<file path="src/rtl/lopm_pkg.sv">
/*
 logic-op, spin-hold and paired-single merge definitions: opcodes, field
 positions, packed carriers. assumes a 32-bit instruction word.
*/
package lopm_pkg;
	localparam int unsigned XLEN  = 32;
	localparam int unsigned FLEN  = 64;
	localparam int unsigned RIDX  = 5;
	localparam int unsigned IMM_W = 16;
	localparam int unsigned SGL_W = 32;

	localparam logic [5:0] OP_ZERO  = 6'h00;
	localparam logic [5:0] OP_ORIMM = 6'h0d;
	localparam logic [5:0] OP_FPCOP = 6'h11;
	localparam logic [5:0] FN_SHL   = 6'h00;
	localparam logic [5:0] FN_OR    = 6'h25;
	localparam logic [5:0] FN_NOR   = 6'h27;
	localparam logic [5:0] FN_MLL   = 6'h2c;
	localparam logic [5:0] FN_MLH   = 6'h2d;
	localparam logic [4:0] FMT_PS   = 5'h16;
	localparam logic [4:0] SA_SPIN  = 5'h05;
	localparam logic [4:0] R_ZERO   = 5'h00;

	typedef struct packed {
		logic [5:0] op;
		logic [4:0] ra;
		logic [4:0] rb;
		logic [4:0] rd;
		logic [4:0] sa;
		logic [5:0] fn;
	} lopm_insn_t;

	typedef struct packed {
		logic            en;
		logic [RIDX-1:0] idx;
		logic [XLEN-1:0] data;
	} lopm_gwr_t;

	typedef struct packed {
		logic            en;
		logic [RIDX-1:0] idx;
		logic [FLEN-1:0] data;
	} lopm_fwr_t;

	typedef enum logic [1:0] {
		LOPM_RUN  = 2'h0,
		LOPM_HOLD = 2'h1
	} lopm_state_t;
endpackage

</file>
<file path="src/rtl/lopm_exec.sv">
/*
 execute stage for nor/or/immediate_disjunction, the lock-spin hold, and the
 paired_single merges merge_low_low / merge_low_high.
 assumes operand values are read from the register files upstream and arrive
 with the instruction; link_reservation_flag and the wake event come from
 the same clock domain.
*/
// What this block and its software do
// [RULE1] nor of two general_registers into dest
// [RULE2] or of two general_registers into dest
// [RULE3] immediate_disjunction: zero-extend immediate, or, write
// [RULE4] software pads delay slots with zero word
// [RULE5] spin hold decoded from shift amount five
// [RULE6] single thread: stall until flag clears or interrupt
// [RULE7] multi thread: deschedule until flag clears; the block only stalls, and wake_event_i also ends the hold
// [RULE8] remote lock write clears flag, releasing hold
// [RULE9] software keeps spin hold out of slots
// [RULE10] merge_low_low: low of a, low of b
// [RULE11] merge_low_high: low of a, high of b
// [RULE12] merges raise no float exception flags
// [RULE13] software avoids merges in sixteen-register mode
// [RULE14] merges: only unusable or reserved exceptions
// [RULE15] zero word executes as harmless shift
// [RULE16] writes to register zero are discarded
`timescale 1ns/1ps
`default_nettype none
module lopm_exec #(
	parameter bit HAS_SPIN = 1'b1,
	parameter bit HAS_PS   = 1'b1
) (
	input  wire logic                        clk_i,
	input  wire logic                        srst_i,
	input  wire logic                        ce_i,
	input  wire logic                        valid_i,
	input  wire logic [31:0]                 insn_i,
	input  wire logic [lopm_pkg::XLEN-1:0]   gsrc_a_i,
	input  wire logic [lopm_pkg::XLEN-1:0]   gsrc_b_i,
	input  wire logic [lopm_pkg::FLEN-1:0]   fsrc_a_i,
	input  wire logic [lopm_pkg::FLEN-1:0]   fsrc_b_i,
	input  wire logic                        fpu_usable_i,
	input  wire logic                        link_flag_i,
	input  wire logic                        wake_event_i,
	output logic                             stall_o,
	output lopm_pkg::lopm_gwr_t              gwr_o,
	output lopm_pkg::lopm_fwr_t              fwr_o,
	output logic                             exc_unusable_o,
	output logic                             exc_reserved_o,
	output logic                             fp_flags_o
);
	lopm_pkg::lopm_insn_t  ins;
	lopm_pkg::lopm_state_t st_r, st_nxt;
	lopm_pkg::lopm_gwr_t   gwr_nxt;
	lopm_pkg::lopm_fwr_t   fwr_nxt;
	wire logic              is_zero_op, is_nor, is_or, is_ori, is_spin, is_fp, is_ps, is_mll, is_mlh;
	wire logic              take, gdst_ok, fp_other;
	wire logic [lopm_pkg::RIDX-1:0] gdst;
	wire logic [lopm_pkg::XLEN-1:0] gres;
	wire logic [lopm_pkg::XLEN-1:0] imm_ext;

	// opcode and function code together; shared by the register-form decodes
	function automatic logic op_fn_hit(
		input lopm_pkg::lopm_insn_t w,
		input logic [5:0]           op,
		input logic [5:0]           fn
	);
		return w.op == op && w.fn == fn;
	endfunction

	assign ins        = lopm_pkg::lopm_insn_t'(insn_i);
	assign take       = valid_i && (st_r == lopm_pkg::LOPM_RUN);
	assign is_zero_op = ins.op == lopm_pkg::OP_ZERO;
	assign is_nor     = op_fn_hit(ins, lopm_pkg::OP_ZERO, lopm_pkg::FN_NOR); // RULE1
	assign is_or      = op_fn_hit(ins, lopm_pkg::OP_ZERO, lopm_pkg::FN_OR); // RULE2
	assign is_ori     = ins.op == lopm_pkg::OP_ORIMM;
	// all register fields zero, otherwise it is an ordinary shift
	assign is_spin    = HAS_SPIN && is_zero_op && ins.fn == lopm_pkg::FN_SHL
		&& ins.ra == lopm_pkg::R_ZERO && ins.rb == lopm_pkg::R_ZERO
		&& ins.rd == lopm_pkg::R_ZERO && ins.sa == lopm_pkg::SA_SPIN; // RULE5
	assign is_fp      = ins.op == lopm_pkg::OP_FPCOP;
	// format field shares the source_a slot of the carrier
	assign is_ps      = is_fp && ins.ra == lopm_pkg::FMT_PS;
	assign is_mll     = is_ps && op_fn_hit(ins, lopm_pkg::OP_FPCOP, lopm_pkg::FN_MLL); // RULE10
	assign is_mlh     = is_ps && op_fn_hit(ins, lopm_pkg::OP_FPCOP, lopm_pkg::FN_MLH); // RULE11
	assign fp_other   = is_mll || is_mlh;
	assign imm_ext    = {{(lopm_pkg::XLEN - lopm_pkg::IMM_W){1'b0}}, insn_i[lopm_pkg::IMM_W-1:0]};
	assign gdst       = is_ori ? ins.rb : ins.rd;
	assign gres       = is_nor ? ~(gsrc_a_i | gsrc_b_i) : // RULE1
		is_ori ? (gsrc_a_i | imm_ext) : (gsrc_a_i | gsrc_b_i); // RULE3 RULE2
	// zero word (shift of r0 by 0) falls through with no write at all
	assign gdst_ok    = gdst != lopm_pkg::R_ZERO; // RULE16 RULE15

	always_comb begin
		gwr_nxt      = '0;
		gwr_nxt.en   = take && (is_nor || is_or || is_ori) && gdst_ok; // RULE16
		gwr_nxt.idx  = gdst;
		gwr_nxt.data = gres;
		fwr_nxt      = '0;
		fwr_nxt.en   = take && HAS_PS && fp_other && fpu_usable_i; // RULE14
		fwr_nxt.idx  = ins.sa;
		fwr_nxt.data = is_mlh ? {fsrc_a_i[lopm_pkg::SGL_W-1:0],
			fsrc_b_i[lopm_pkg::FLEN-1:lopm_pkg::SGL_W]} : // RULE11
			{fsrc_a_i[lopm_pkg::SGL_W-1:0], fsrc_b_i[lopm_pkg::SGL_W-1:0]}; // RULE10
	end

	// one waiter per instance; a threaded core instances one per thread
	always_comb begin
		st_nxt = st_r;
		unique case (st_r)
			lopm_pkg::LOPM_RUN: begin
				if (take && is_spin && link_flag_i) begin
					st_nxt = lopm_pkg::LOPM_HOLD; // RULE6 RULE7
				end
			end
			lopm_pkg::LOPM_HOLD: begin
				if (!link_flag_i || wake_event_i) begin
					st_nxt = lopm_pkg::LOPM_RUN; // RULE6 RULE7 RULE8
				end
			end
			default: st_nxt = lopm_pkg::LOPM_RUN;
		endcase
	end

	always_ff @(posedge clk_i) begin
		if (srst_i) begin
			st_r           <= lopm_pkg::LOPM_RUN;
			stall_o        <= 1'b0;
			gwr_o          <= '0;
			fwr_o          <= '0;
			exc_unusable_o <= 1'b0;
			exc_reserved_o <= 1'b0;
			fp_flags_o     <= 1'b0;
		end else if (ce_i) begin
			st_r           <= st_nxt;
			stall_o        <= st_nxt == lopm_pkg::LOPM_HOLD;
			gwr_o          <= gwr_nxt;
			fwr_o          <= fwr_nxt;
			exc_unusable_o <= take && fp_other && !fpu_usable_i; // RULE14
			// unusable outranks reserved, so only one cause is reported
			exc_reserved_o <= take && fp_other && fpu_usable_i && !HAS_PS; // RULE14
			fp_flags_o     <= 1'b0; // RULE12
		end
	end

	property p_nor;
		@(posedge clk_i) disable iff (srst_i)
		ce_i && take && is_nor && gdst_ok |=> gwr_o.en
			&& gwr_o.data == ~($past(gsrc_a_i) | $past(gsrc_b_i));
	endproperty
	a_nor: assert property (p_nor) else $error("nor result wrong"); // RULE1
	property p_or;
		@(posedge clk_i) disable iff (srst_i)
		ce_i && take && is_or && gdst_ok |=> gwr_o.data == ($past(gsrc_a_i) | $past(gsrc_b_i));
	endproperty
	a_or: assert property (p_or) else $error("or result wrong"); // RULE2
	property p_ori;
		@(posedge clk_i) disable iff (srst_i)
		ce_i && take && is_ori && gdst_ok |=> gwr_o.en && gwr_o.idx == $past(ins.rb)
			&& gwr_o.data == ($past(gsrc_a_i) | {{(lopm_pkg::XLEN - lopm_pkg::IMM_W){1'b0}},
			$past(insn_i[lopm_pkg::IMM_W-1:0])});
	endproperty
	a_ori: assert property (p_ori) else $error("immediate or wrong"); // RULE3
	property p_hold;
		@(posedge clk_i) disable iff (srst_i)
		ce_i && take && is_spin && link_flag_i |=> stall_o;
	endproperty
	a_hold: assert property (p_hold) else $error("spin did not hold"); // RULE6
	property p_release;
		@(posedge clk_i) disable iff (srst_i)
		ce_i && st_r == lopm_pkg::LOPM_HOLD && !link_flag_i |=> !stall_o;
	endproperty
	a_release: assert property (p_release) else $error("hold not released"); // RULE8
	property p_mll;
		@(posedge clk_i) disable iff (srst_i)
		ce_i && take && is_mll && HAS_PS && fpu_usable_i |=> fwr_o.en && fwr_o.idx == $past(ins.sa)
			&& fwr_o.data == {$past(fsrc_a_i[lopm_pkg::SGL_W-1:0]),
			$past(fsrc_b_i[lopm_pkg::SGL_W-1:0])};
	endproperty
	a_mll: assert property (p_mll) else $error("low merge wrong"); // RULE10
	property p_mlh;
		@(posedge clk_i) disable iff (srst_i)
		ce_i && take && is_mlh && HAS_PS && fpu_usable_i |=> fwr_o.en && fwr_o.idx == $past(ins.sa)
			&& fwr_o.data == {$past(fsrc_a_i[lopm_pkg::SGL_W-1:0]),
			$past(fsrc_b_i[lopm_pkg::FLEN-1:lopm_pkg::SGL_W])};
	endproperty
	a_mlh: assert property (p_mlh) else $error("high merge wrong"); // RULE11
	property p_noflag;
		@(posedge clk_i) disable iff (srst_i)
		!fp_flags_o;
	endproperty
	a_noflag: assert property (p_noflag) else $error("fp flag raised"); // RULE12
	property p_r0;
		@(posedge clk_i) disable iff (srst_i)
		gwr_o.en |-> gwr_o.idx != lopm_pkg::R_ZERO;
	endproperty
	a_r0: assert property (p_r0) else $error("write to zero register"); // RULE16
	property p_unusable;
		@(posedge clk_i) disable iff (srst_i)
		ce_i && take && fp_other && !fpu_usable_i
			|=> exc_unusable_o && !exc_reserved_o && !fwr_o.en;
	endproperty
	a_unusable: assert property (p_unusable) else $error("unusable exception missed"); // RULE14
	property p_noexc;
		@(posedge clk_i) disable iff (srst_i)
		ce_i && take && (is_nor || is_or || is_ori || is_spin)
			|=> !exc_unusable_o && !exc_reserved_o;
	endproperty
	a_noexc: assert property (p_noexc) else $error("logic op raised exception"); // RULE14
	property p_nop;
		@(posedge clk_i) disable iff (srst_i)
		ce_i && take && insn_i == '0 |=> !gwr_o.en && !fwr_o.en && !stall_o;
	endproperty
	a_nop: assert property (p_nop) else $error("zero word had an effect"); // RULE15
	property p_fmt;
		@(posedge clk_i) disable iff (srst_i)
		ce_i && take && is_fp && !is_ps |=> !fwr_o.en;
	endproperty
	a_fmt: assert property (p_fmt) else $error("merge taken with wrong format"); // RULE10
	property p_wake;
		@(posedge clk_i) disable iff (srst_i)
		ce_i && st_r == lopm_pkg::LOPM_HOLD && wake_event_i |=> !stall_o;
	endproperty
	a_wake: assert property (p_wake) else $error("wake did not release"); // RULE6
	property p_free;
		@(posedge clk_i) disable iff (srst_i)
		ce_i && take && is_spin && !link_flag_i |=> !stall_o;
	endproperty
	a_free: assert property (p_free) else $error("spin stalled on clear flag"); // RULE5
endmodule
`default_nettype wire

</file>
<file path="config.mk">
export PLATFORM = sky130hd
export DESIGN_NAME = lopm_exec
export DESIGN_NICKNAME = d
export VERILOG_FILES = /design/src/rtl/lopm_pkg.sv /design/src/rtl/lopm_exec.sv
export SDC_FILE = /design/constraint.sdc
export NUM_CORES = 1
export LEC_CHECK = 0
export BUFFER_PORTS_ARGS = -buffer_cell sky130_fd_sc_hd__buf_2
export CAP_MARGIN = 20
export CELL_PAD_IN_SITES_DETAIL_PLACEMENT = 1
export CELL_PAD_IN_SITES_GLOBAL_PLACEMENT = 2
export CORE_ASPECT_RATIO = 1.1
export CORE_MARGIN = 5
export CORE_UTILIZATION = 24
export DETAILED_ROUTE_END_ITERATION = 7
export GPL_ROUTABILITY_DRIVEN = 1
export HOLD_SLACK_MARGIN = 0.03
export PLACE_DENSITY_LB_ADDON = 0.1
export SLEW_MARGIN = 0
export SYNTH_ARGS = -nofsm -noshare
export SYNTH_HDL_FRONTEND = slang
export SYNTH_SLANG_ARGS = --single-unit
</file>
<file path="constraint.sdc">
create_clock -name clk_i -period 5.1 [get_ports clk_i]
set_clock_uncertainty 0.15 [all_clocks]
set_input_delay 0.765 -clock clk_i [delete_from_list [all_inputs] [get_ports clk_i]]
set_output_delay 0.765 -clock clk_i [all_outputs]
set_load 0.05 [all_outputs]
</file>
==> reports/results.tsv, run 1 <==
stage	metric	value	unit
worst_setup_path	critPathLaunchType	input pin	
cells_and_area	drive_gt1_share	38.3	%
cells_and_area	final_util	34.1	%
clocking	cts_tree	done	
route	routed-wl-met3	1730	um
synthesis	synth_warnings	0	
placement	dp_slack	1.79	ns
cells_and_area	final_common_cell	buf_2	
grt	antenna_found_initial	8	
sta	finalMaxSlewViolations	0	
clocking	cts_buffers	9	
synthesis	yosysSeqAreaShare	41.8	%
route	wl_met2	11400	um
power_and_ir_drop	switching_power	0.000782	W
sta	max_slew_margin	31.7	%
clocking	htree_levels	3	
clocking	clock-root-buffer	clkbuf_16	
power_and_ir_drop	irDropWorstVdd	0.138	mV
floorplanning	core-area	22000	um^2
clocking	ctsResizeCount	0	
sta	period_minus_slack	2.84	ns
cells_and_area	fin_cells	1211	
job	cap_violations	0	
grt	grt_pass1_vias	6353	
clocking	clock_sinks	112	
sta	rsz0062_at_grt	no	
cells_and_area	design_area	7520	um^2
clocking	post_cts_buffers	0	
synthesis	synth_edf_count	0	
floorplanning	pin_count	343	
route	highest_layer	met5	
clocking	cts_hold_buf	0	
sta	setup_violations	0	
floorplanning	num_rows	57	
synthesis	ys_types	49	
synthesis	async_reset_ff_share	0	%
floorplanning	dieWidth	152	um
worst_setup_path	critical_path_class	in -> reg	
status	status	complete, no violations	
clocking	clk_latency	0.36	ns
synthesis	synth_area	5360	um^2
route	met1Wirelength	9980	um
placement	dp.cells	1191	
worst_setup_path	cp.arrival	2.93	ns
route	drt-total-wl	23600	um
clocking	cts_buffer_depth	2	
placement	globalplace.congestion	0.784	
grt	grt_pass1_wl	36100	um
power_and_ir_drop	combPwrFrac	23.6	%
synthesis	synth_cells	639	
power_and_ir_drop	p_leak	3.54	nW
synthesis	ys_ff_latch	112	
placement	postPlaceCellArea	7140	um^2
route	antenna_left	0	
cells_and_area	fin_nets	1140	
sta	hold_violations	0	
route	vias_per_cell	4.95	
grt	groute.usage.overall	17.7	%
grt	grt-ovfl-total	0	
synthesis	yosys-top-cells-area	dfxtp_1 42%, nor2_1 8.8%, mux2i_1 6.9%	
power_and_ir_drop	p_sw_share	34.4	%
synthesis	yosysTopAreaCell	dfxtp_1	
clocking	path_clk_slew	0.08	ns
route	routedWlPerCell	19.5	um
sta	finalWorstSetupSlack	2.26	ns
synthesis	postSynthAreaPerCell	8.38	um^2
worst_hold_path	hold_class	reg -> reg	
route	drc_errors	0	
sta	fin_tns_setup	0	ns
power_and_ir_drop	clkPwrFrac	34.2	%
synthesis	yosysTopAreaCellShare	41.8	%
worst_setup_path	path_max_fanout	36	
power_and_ir_drop	seqPwrFrac	42.2	%
worst_setup_path	crit_path_end_kind	flop	
power_and_ir_drop	cell_internal_pwr	0.00149	W
cells_and_area	layout_common_cells	306 x buf_2, 126 x nor2_1, 112 x dfxtp_1, 50 x o21ai_1, 37 x mux2i_1	
sta	timing.fmax	0.352	GHz
placement	dpl.hpwl	17400	um
cells_and_area	syn2layout_area_growth	40.3	%
route	vias	6000	
floorplanning	dieHeight	167	um
route	drt_iter0_drc	187	
sta	period_share	55.7	%
floorplanning	initial_core_util	24.3	%
synthesis	synth-main-ff-cell	dfxtp_1	
route	first_pass_iters	4	
power_and_ir_drop	powerDensity	303	nW/um^2
floorplanning	die_area	25400	um^2
placement	io_buffers	308	
sta	worst_pin_slew	1.03	ns
grt	grt_max_degree	102	
worst_setup_path	cp.required	5.19	ns
## state kept, by name, summed over array words and instances, names as in the netlist
register / cells
stall_o: 1
exc_unusable_o: 1
st_r: 2
fwr_o: 70
gwr_o: 38
## cell type report
class	count	area [um^2]
well taps	295	369
repair buffers	318	1690
clock buffers	9	225
fillers	2673	14500
clock inverters	7	98.8
inverters	2	7.51
diodes	2	5.00
multi-input cells	466	2880
flip-flops and latches	112	2240
## cells by family (layout without fill, tap and decap cells)
logic type	count (synthesis)	after routing	share of synthesized area, %
simple gates	241	241	23.7
buf+inv	62	336	4.65
compound gates	186	186	22.8
mux	37	37	6.91
flops	112	112	41.8
other cells	1	4	0.0700
## critical path: stages
cell     delay [ns]
buf_2          0.13
and4b_1        0.23
buf_4          0.38
nand4_1        0.68
buf_4          0.46
o21ai_0        0.20
nor2_1         0.07
## synthesized netlist by cell type (9+ instances only)
| master | instances |
|---|---|
| o21ai_1 | 50 |
| nor2_1 | 126 |
| o21bai_1 | 32 |
| dfxtp_1 | 112 |
| clkbuf_1 | 47 |
| a31oi_1 | 32 |
| a2111oi_0 | 16 |
| nand2_1 | 27 |
| buf_1 | 9 |
| mux2i_1 | 37 |
| o21ai_0 | 14 |
| and3_1 | 16 |
| nand4b_1 | 33 |
## power groups by stage
stage               sequential, W  combinational, W  clock [W]
global route             0.000968          0.000575   0.000840
CTS                      0.000961          0.000540   0.000816
floorplan                 0.00118          0.000145          0
detailed placement       0.000980          0.000539          0
global placement         0.000977          0.000527          0
finish                   0.000960          0.000537   0.000779
## final timing paths
kind,cells after the start,to,startpoint,slack [ns]
max,7,gwr_o[5]$_SDFFE_PP0P_,insn_i[4],2.26
max reg2reg,4,st_r[0]$_SDFFE_PP0P_,st_r[1]$_SDFFE_PP0P_,3.29
min reg2reg,2,exc_unusable_o$_SDFFE_PP0P_,exc_unusable_o$_SDFFE_PP0P_,0.31
min,2,exc_unusable_o$_SDFFE_PP0P_,exc_unusable_o$_SDFFE_PP0P_,0.31
## metrics by stage
stage / total power, W / hold WS, ns
6_report: 0.00228 / 0.308
5_1_grt: 0.00238 / 0.351
4_1_cts: 0.00232 / 0.315
3_5_place_dp: 0.00152 / 0.296
3_3_place_gp: 0.00150 / 0.286
2_1_floorplan: 0.00132 / 0.320
## layer usage
metal  vias to the layer above  track usage (%)
met4                        12             5.31
met5                         -                0
met1                      2855             21.4
met2                       224             30.2
met3                        32             5.45
li1                       2877                -
(Power assumes the default switching activity.)
==> inputs of run 2 (changes only) <==
--- a/config.mk
+++ b/config.mk
@@ -11,7 +11,7 @@
 export CELL_PAD_IN_SITES_GLOBAL_PLACEMENT = 2
 export CORE_ASPECT_RATIO = 1.1
 export CORE_MARGIN = 5
-export CORE_UTILIZATION = 24
+export CORE_UTILIZATION = 20
 export DETAILED_ROUTE_END_ITERATION = 7
 export GPL_ROUTABILITY_DRIVEN = 1
 export HOLD_SLACK_MARGIN = 0.03
==> constraint.sdc (replaced) <==
create_clock -name clk_i -period 2.4 [get_ports clk_i]
set_clock_uncertainty 0.15 [all_clocks]
set_input_delay 0.36 -clock clk_i [delete_from_list [all_inputs] [get_ports clk_i]]
set_output_delay 0.36 -clock clk_i [all_outputs]
set_load 0.05 [all_outputs]
==> run 2 against run 1 <==
Count of clock-buffer cells in the layout did not move. Register-to-register slack got worse by 2.6 ns. Sequential power rose by 110%. Global-route usage fell by 2.0 points. Via count fell by 0.65%. Sequential share of layout area fell by 0.24 points. Clock power rose by 100%. Routed wire length rose by 5.3%. Sequential cell count did not move. Largest power group unchanged.
==> reports/results.tsv, run 2 (same netlist as run 1, synthesis figures left out) <==
stage	metric	value	unit	change
placement	globalplace.congestion	0.736		-6.2%
grt	grt_pass1_wl	37700	um	+4.4%
cells_and_area	largest_reg_flops	70		unchanged
clocking	clock-root-buffer	clkbuf_16		
cells_and_area	final_common_cell	buf_2		
worst_hold_path	holdPathStages	2		unchanged
power_and_ir_drop	p_leak	3.54	nW	about the same
floorplanning	core-area	26300	um^2	+19%
cells_and_area	syn2layout_area_growth	41.5	%	
worst_setup_path	crit_top_cell	or4_1		
clocking	ctsResizeCount	0		unchanged
placement	dpl.hpwl	18900	um	+9.1%
clocking	cts_buffer_depth	2		unchanged
power_and_ir_drop	powerDensity	626	nW/um^2	+110%
status	status	complete, no violations		
cells_and_area	fin_nets	1148		+0.70%
sta	finalWorstSetupSlack	0.476	ns	-1.78 ns
cells_and_area	final_util	28.8	%	-5.3 points
clocking	clk_latency	0.35	ns	about the same
placement	dp_slack	0.121	ns	-1.67 ns
sta	worst_pin_slew	1.04	ns	+0.0152 ns
worst_hold_path	min_to	exc_unusable_o$_SDFFE_PP0P_		
cells_and_area	reg_top3	fwr_o: 70 flops, gwr_o: 38 flops, st_r: 2 flops		
clocking	cts_hold_buf	0		unchanged
sta	max_slew_margin	30.4	%	-1.3 points
floorplanning	dieHeight	182	um	+9.0%
worst_setup_path	path_cells	buf_2, or4_4, or4_1, or4_1, nand3_1		
clocking	post_cts_buffers	0		unchanged
clocking	clock_sinks	112		unchanged
cells_and_area	drive_gt1_share	38.8	%	+0.54 points
worst_hold_path	hold_class	in -> reg		
sta	period_share	80.2	%	
placement	postPlaceCellArea	7280	um^2	+1.9%
grt	grt_max_degree	65		-36%
job	cap_violations	0		unchanged
worst_setup_path	critPathLaunchType	input pin		
grt	groute.usage.overall	15.7	%	-2.0 points
power_and_ir_drop	irDropWorstVdd	0.264	mV	+91%
power_and_ir_drop	power	0.00475	W	+110%
floorplanning	dieWidth	166	um	+8.9%
route	drt_iter0_drc	272		+45%
worst_setup_path	r2r_end	stall_o$_SDFFE_PP0P_		
route	vias	5961		-0.65%
sta	timing.fmax	0.520	GHz	
worst_setup_path	crit_path_end_kind	flop		
sta	period_minus_slack	1.92	ns	
grt	grt_pass1_vias	6449		+1.5%
sta	rsz0062_at_grt	no		
cells_and_area	layout_common_cells	306 x buf_2, 126 x nor2_1, 112 x dfxtp_1, 50 x o21ai_1, 37 x mux2i_1		
worst_setup_path	path_max_fanout	3		-92%
route	antenna_left	0		unchanged
worst_setup_path	slowest_delay	0.53	ns	-0.15 ns
grt	antenna_found_initial	6		-2
clocking	htree_levels	3		unchanged
route	routedWlPerCell	19.5	um	about the same
clocking	path_clk_slew	0.08	ns	about the same
sta	setup_violations	0		unchanged
sta	hold_violations	0		unchanged
sta	fin_tns_setup	0	ns	unchanged
floorplanning	num_rows	62		+8.8%
route	first_pass_iters	4		unchanged
clocking	cts_tree	done		
route	vias_per_cell	4.67		-5.7%
worst_setup_path	cp.arrival	2.07	ns	-0.86 ns
cells_and_area	regMostFlops	fwr_o		
route	drt-total-wl	24900	um	+5.3%
worst_setup_path	cp.required	2.54	ns	-2.65 ns
sta	finalMaxSlewViolations	0		unchanged
worst_hold_path	hp-start	fpu_usable_i		
worst_setup_path	critical_path_class	in -> reg		
grt	grt-ovfl-total	0		unchanged
floorplanning	die_area	30200	um^2	+19%
worst_setup_path	rr_startpoint	st_r[0]$_SDFFE_PP0P_		
clocking	cts_buffers	9		unchanged
worst_setup_path	r2r_cells	4		unchanged
worst_setup_path	critPathSlowestCell	or4_4		
placement	io_buffers	308		unchanged
cells_and_area	design_area	7580	um^2	+0.80%
floorplanning	pin_count	343		unchanged
floorplanning	initial_core_util	20.4	%	-3.9 points
route	drc_errors	0		unchanged
worst_setup_path	ff2ff_setup_slack	0.67	ns	-2.62 ns
[run 2: cell count changes in the layout (fill, tap and decap cells not counted)]
cell,previous run,this run
inv_8,1,2
clkinv_8,2,1
buf_4,8,17
clkinvlp_4,1,2
bufinv_16,1,0
buf_16,3,0
inv_6,2,1
buf_12,1,2
clkinv_4,0,1
buf_6,0,1
[run 2: layout make-up]
type	count	area (um^2)
Sequential cell	112	2240
Clock buffer	9	225
Timing Repair Buffer	326	1710
Tap cell	352	440
Antenna cell	2	5.00
Multi-Input combinational cell	466	2880
Clock inverter	7	71.3
Fill cell	3196	18700
Inverter	2	7.51
[run 2: how the worst max path moves through the flow]
stage | slack (ns) | to | cells after the start | from
floorplan | 0.36 | stall_o$_SDFFE_PP0P_ | 4 | insn_i[14]
global placement | 0.14 | stall_o$_SDFFE_PP0P_ | 5 | insn_i[14]
detailed placement | 0.12 | stall_o$_SDFFE_PP0P_ | 5 | insn_i[14]
CTS | 0.50 | stall_o$_SDFFE_PP0P_ | 5 | insn_i[14]
global route | 0.38 | fwr_o[12]$_SDFFE_PP0P_ | 6 | insn_i[27]
finish | 0.48 | stall_o$_SDFFE_PP0P_ | 5 | insn_i[14]
[run 2: through the flow]
stage / hold slack, ns / cells
final: 0.0679 / 1276
after CTS: 0.0510 / 1274
after global placement: 0.285 / 1258
after global routing: 0.0735 / 1276
after detailed placement: 0.306 / 1258
after floorplan: 0.313 / 640
[run 2: per-layer routing]
layer  part of all wire [%]  wire [um]  track usage [%]
met1                     41      10300             18.4
met4                    1.9        469             4.55
met5                   0.17         43                0
met3                    7.1       1750             4.76
met2                     50      12300             27.8
[run 2: report_power, final]
part	total [W]	switching, W	internal, W
combinational	0.00114	0.000793	0.000350
sequential	0.00204	0.0000605	0.00198
clock	0.00157	0.000827	0.000738
[run 2: worst max-delay path: cells and delay by family]
kind          cells  cell delay, ns
simple gates      4            1.60
buf+inv           1            0.12
==> inputs of run 3 (changes only) <==
==> constraint.sdc (replaced) <==
create_clock -name clk_i -period 1.69 [get_ports clk_i]
set_clock_uncertainty 0.15 [all_clocks]
set_input_delay 0.2535 -clock clk_i [delete_from_list [all_inputs] [get_ports clk_i]]
set_output_delay 0.2535 -clock clk_i [all_outputs]
set_load 0.05 [all_outputs]
==> run 3 against run 2 <==
The flow now finishes with violations (negative setup slack). Worst setup slack got worse by 0.55 ns. Combinational power grew 68%. Core utilization increased by 5.9 points. Hold slack lost 0.022 ns. Clock power up 39%. Count of clock-buffer cells in the layout up 1. Routed wire length grew 6.2%. Sequential cell count unchanged. Via count is 11% higher. Critical path type unchanged. Critical endpoint unchanged.
==> reports/results.tsv, run 3 (same netlist as run 1, synthesis figures left out) <==
stage	metric	value	unit	change
floorplanning	pin_count	343		unchanged
sta	worst_pin_slew	0.559	ns	-0.481 ns
worst_setup_path	worstSetupStartpoint	insn_i[15]		
cells_and_area	fillCellCount	3175		-0.66%
grt	grt_pass1_vias	7202		+12%
worst_setup_path	rr_startpoint	st_r[1]$_SDFFE_PP0P_		
cells_and_area	final_common_cell	buf_2		
worst_setup_path	worst-path-buf-inv	1		unchanged
power_and_ir_drop	powerDensity	767	nW/um^2	+22%
worst_setup_path	path_max_fanout	2		-1
worst_setup_path	cp.required	1.84	ns	-0.70 ns
route	antenna_left	0		unchanged
worst_hold_path	hp-start	fsrc_b_i[39]		
grt	groute.usage.overall	16.8	%	+1.1 points
status	status	finished with violations		
route	drt_iter0_drc	322		+18%
worst_setup_path	crit_path_end_kind	flop		
power_and_ir_drop	p_leak	4.25	nW	+20%
sta	period_share	105	%	
cells_and_area	drive_gt1_share	37.6	%	-1.2 points
placement	dpl.hpwl	19800	um	+4.4%
worst_setup_path	critPathSlowestCell	or4_4		
cells_and_area	syn2layout_area_growth	70.3	%	
sta	finalMaxSlewViolations	0		unchanged
clocking	htree_levels	3		unchanged
sta	period_minus_slack	1.77	ns	
grt	grt_pass1_wl	40900	um	+8.7%
worst_setup_path	critPathLaunchType	input pin		
sta	hold_violations	0		unchanged
sta	max_slew_margin	62.7	%	+32 points
status	violations	negative setup slack		
placement	io_buffers	308		unchanged
placement	globalplace.congestion	0.753		+2.4%
worst_hold_path	hold_class	in -> reg		
cells_and_area	regMostFlops	fwr_o		
route	first_pass_iters	4		unchanged
worst_setup_path	crit_top_cell	or4_4		
worst_setup_path	slowest_delay	0.53	ns	about the same
sta	timing.fmax	0.566	GHz	
grt	grt-ovfl-total	0		unchanged
worst_setup_path	path_delay_family	simple AND/OR/NAND/NOR gates		
cells_and_area	design_area	9130	um^2	+20%
floorplanning	dieHeight	182	um	unchanged
sta	setup_violations	2		+2
floorplanning	core-area	26300	um^2	unchanged
job	cap_violations	0		unchanged
route	drc_errors	0		unchanged
clocking	clock-root-buffer	clkbuf_16		
sta	finalWorstSetupSlack	-0.0763	ns	-0.552 ns
clocking	clock_sinks	112		unchanged
worst_setup_path	cp.arrival	1.91	ns	-0.16 ns
floorplanning	initial_core_util	20.4	%	unchanged
floorplanning	num_rows	62		unchanged
clocking	cts_buffer_depth	2		unchanged
route	routedWlPerCell	18.5	um	-5.3%
cells_and_area	layout_common_cells	304 x buf_2, 126 x nor2_1, 117 x dlygate4sd3_1, 112 x dfxtp_1, 51 x buf_4		
clocking	path_clk_slew	0.09	ns	about the same
power_and_ir_drop	irDropWorstVdd	0.348	mV	+32%
worst_setup_path	critical_path_class	in -> reg		
worst_setup_path	path_cells	buf_6, or4_4, or4_4, or4_4, nand3_2		
floorplanning	die_area	30200	um^2	unchanged
cells_and_area	largest_reg_flops	70		unchanged
cells_and_area	reg_top3	fwr_o: 70 flops, gwr_o: 38 flops, st_r: 2 flops		
cells_and_area	fin_nets	1302		+13%
clocking	clk_latency	0.35	ns	about the same
power_and_ir_drop	power	0.00700	W	+48%
floorplanning	dieWidth	166	um	unchanged
clocking	cts_buffers	9		unchanged
placement	dp_slack	-0.482	ns	-0.604 ns
sta	rsz0062_at_grt	yes		
route	vias_per_cell	4.61		-1.2%
grt	antenna_found_initial	8		+2
placement	postPlaceCellArea	7600	um^2	+4.5%
route	vias	6602		+11%
route	drt-total-wl	26400	um	+6.2%
clocking	cts_tree	done		
grt	grt_max_degree	78		+20%
run 3: area by class of cell:
type                       instances  area [um^2]  share of cell area [%]
tap                              352          440                    4.83
antenna                            3         7.51                  0.0823
sequential                       112         2240                    24.6
multi-input combinational        466         2930                    32.1
inverter                           2         7.51                  0.0823
clock buffer                      10          239                    2.62
clock inverter                     6         50.0                   0.548
timing repair buffer             480         3210                    35.2
run 3: final timing paths:
kind,end,slack (ns),cells past startpoint
worst max-delay path,stall_o$_SDFFE_PP0P_,-0.08,5
worst min-delay path,fwr_o[7]$_SDFFE_PP0P_,0.05,3
worst max register to register,stall_o$_SDFFE_PP0P_,0.02,4
worst min register to register,exc_unusable_o$_SDFFE_PP0P_,0.32,2
run 3: what timing repair did:
action | in CTS | in global routing
gates resized for setup | 7 | 5
hold buffers | 117 | 0
setup endpoints to repair | 2 | 4
setup buffers | 0 | 0
endpoints found under the hold margin | 87 | 0
pin swaps | 0 | 2
run 3: worst min-delay path: stages:
cell and delay, ns:
buf_2 0.10, nand4b_1 0.09, a31oi_1 0.08
run 3: per-layer routing:
layer / part of all wire, % / vias up / wire length (um) / track usage, %
li1: - / 3203 / - / -
met1: 41 / 3156 / 10900 / 19.2
met2: 51 / 202 / 13400 / 30.9
met3: 6.1 / 29 / 1620 / 5.07
met4: 1.4 / 12 / 368 / 3.73
met5: 0.35 / - / 93 / 0
run 3: per-stage QoR:
step | hold WS, ns | TNS (ns) | cells | utilization, %
floorplan | 0.206 | -0.481 | 640 | -
detailed placement | 0.308 | -14.53 | 1295 | 28.9
finish | 0.0461 | -0.140 | 1431 | 34.7
global route | 0.0330 | -0.126 | 1430 | 34.7
global placement | 0.283 | -12.16 | 1295 | 28.9
CTS | 0.0305 | -0.0992 | 1428 | 34.6
run 3: report_power, final:
group          switching (W)  leakage (nW)  internal [W]
Clock                0.00112         0.141       0.00107
Combinational        0.00119          3.18      0.000726
Sequential         0.0000897         0.929       0.00281
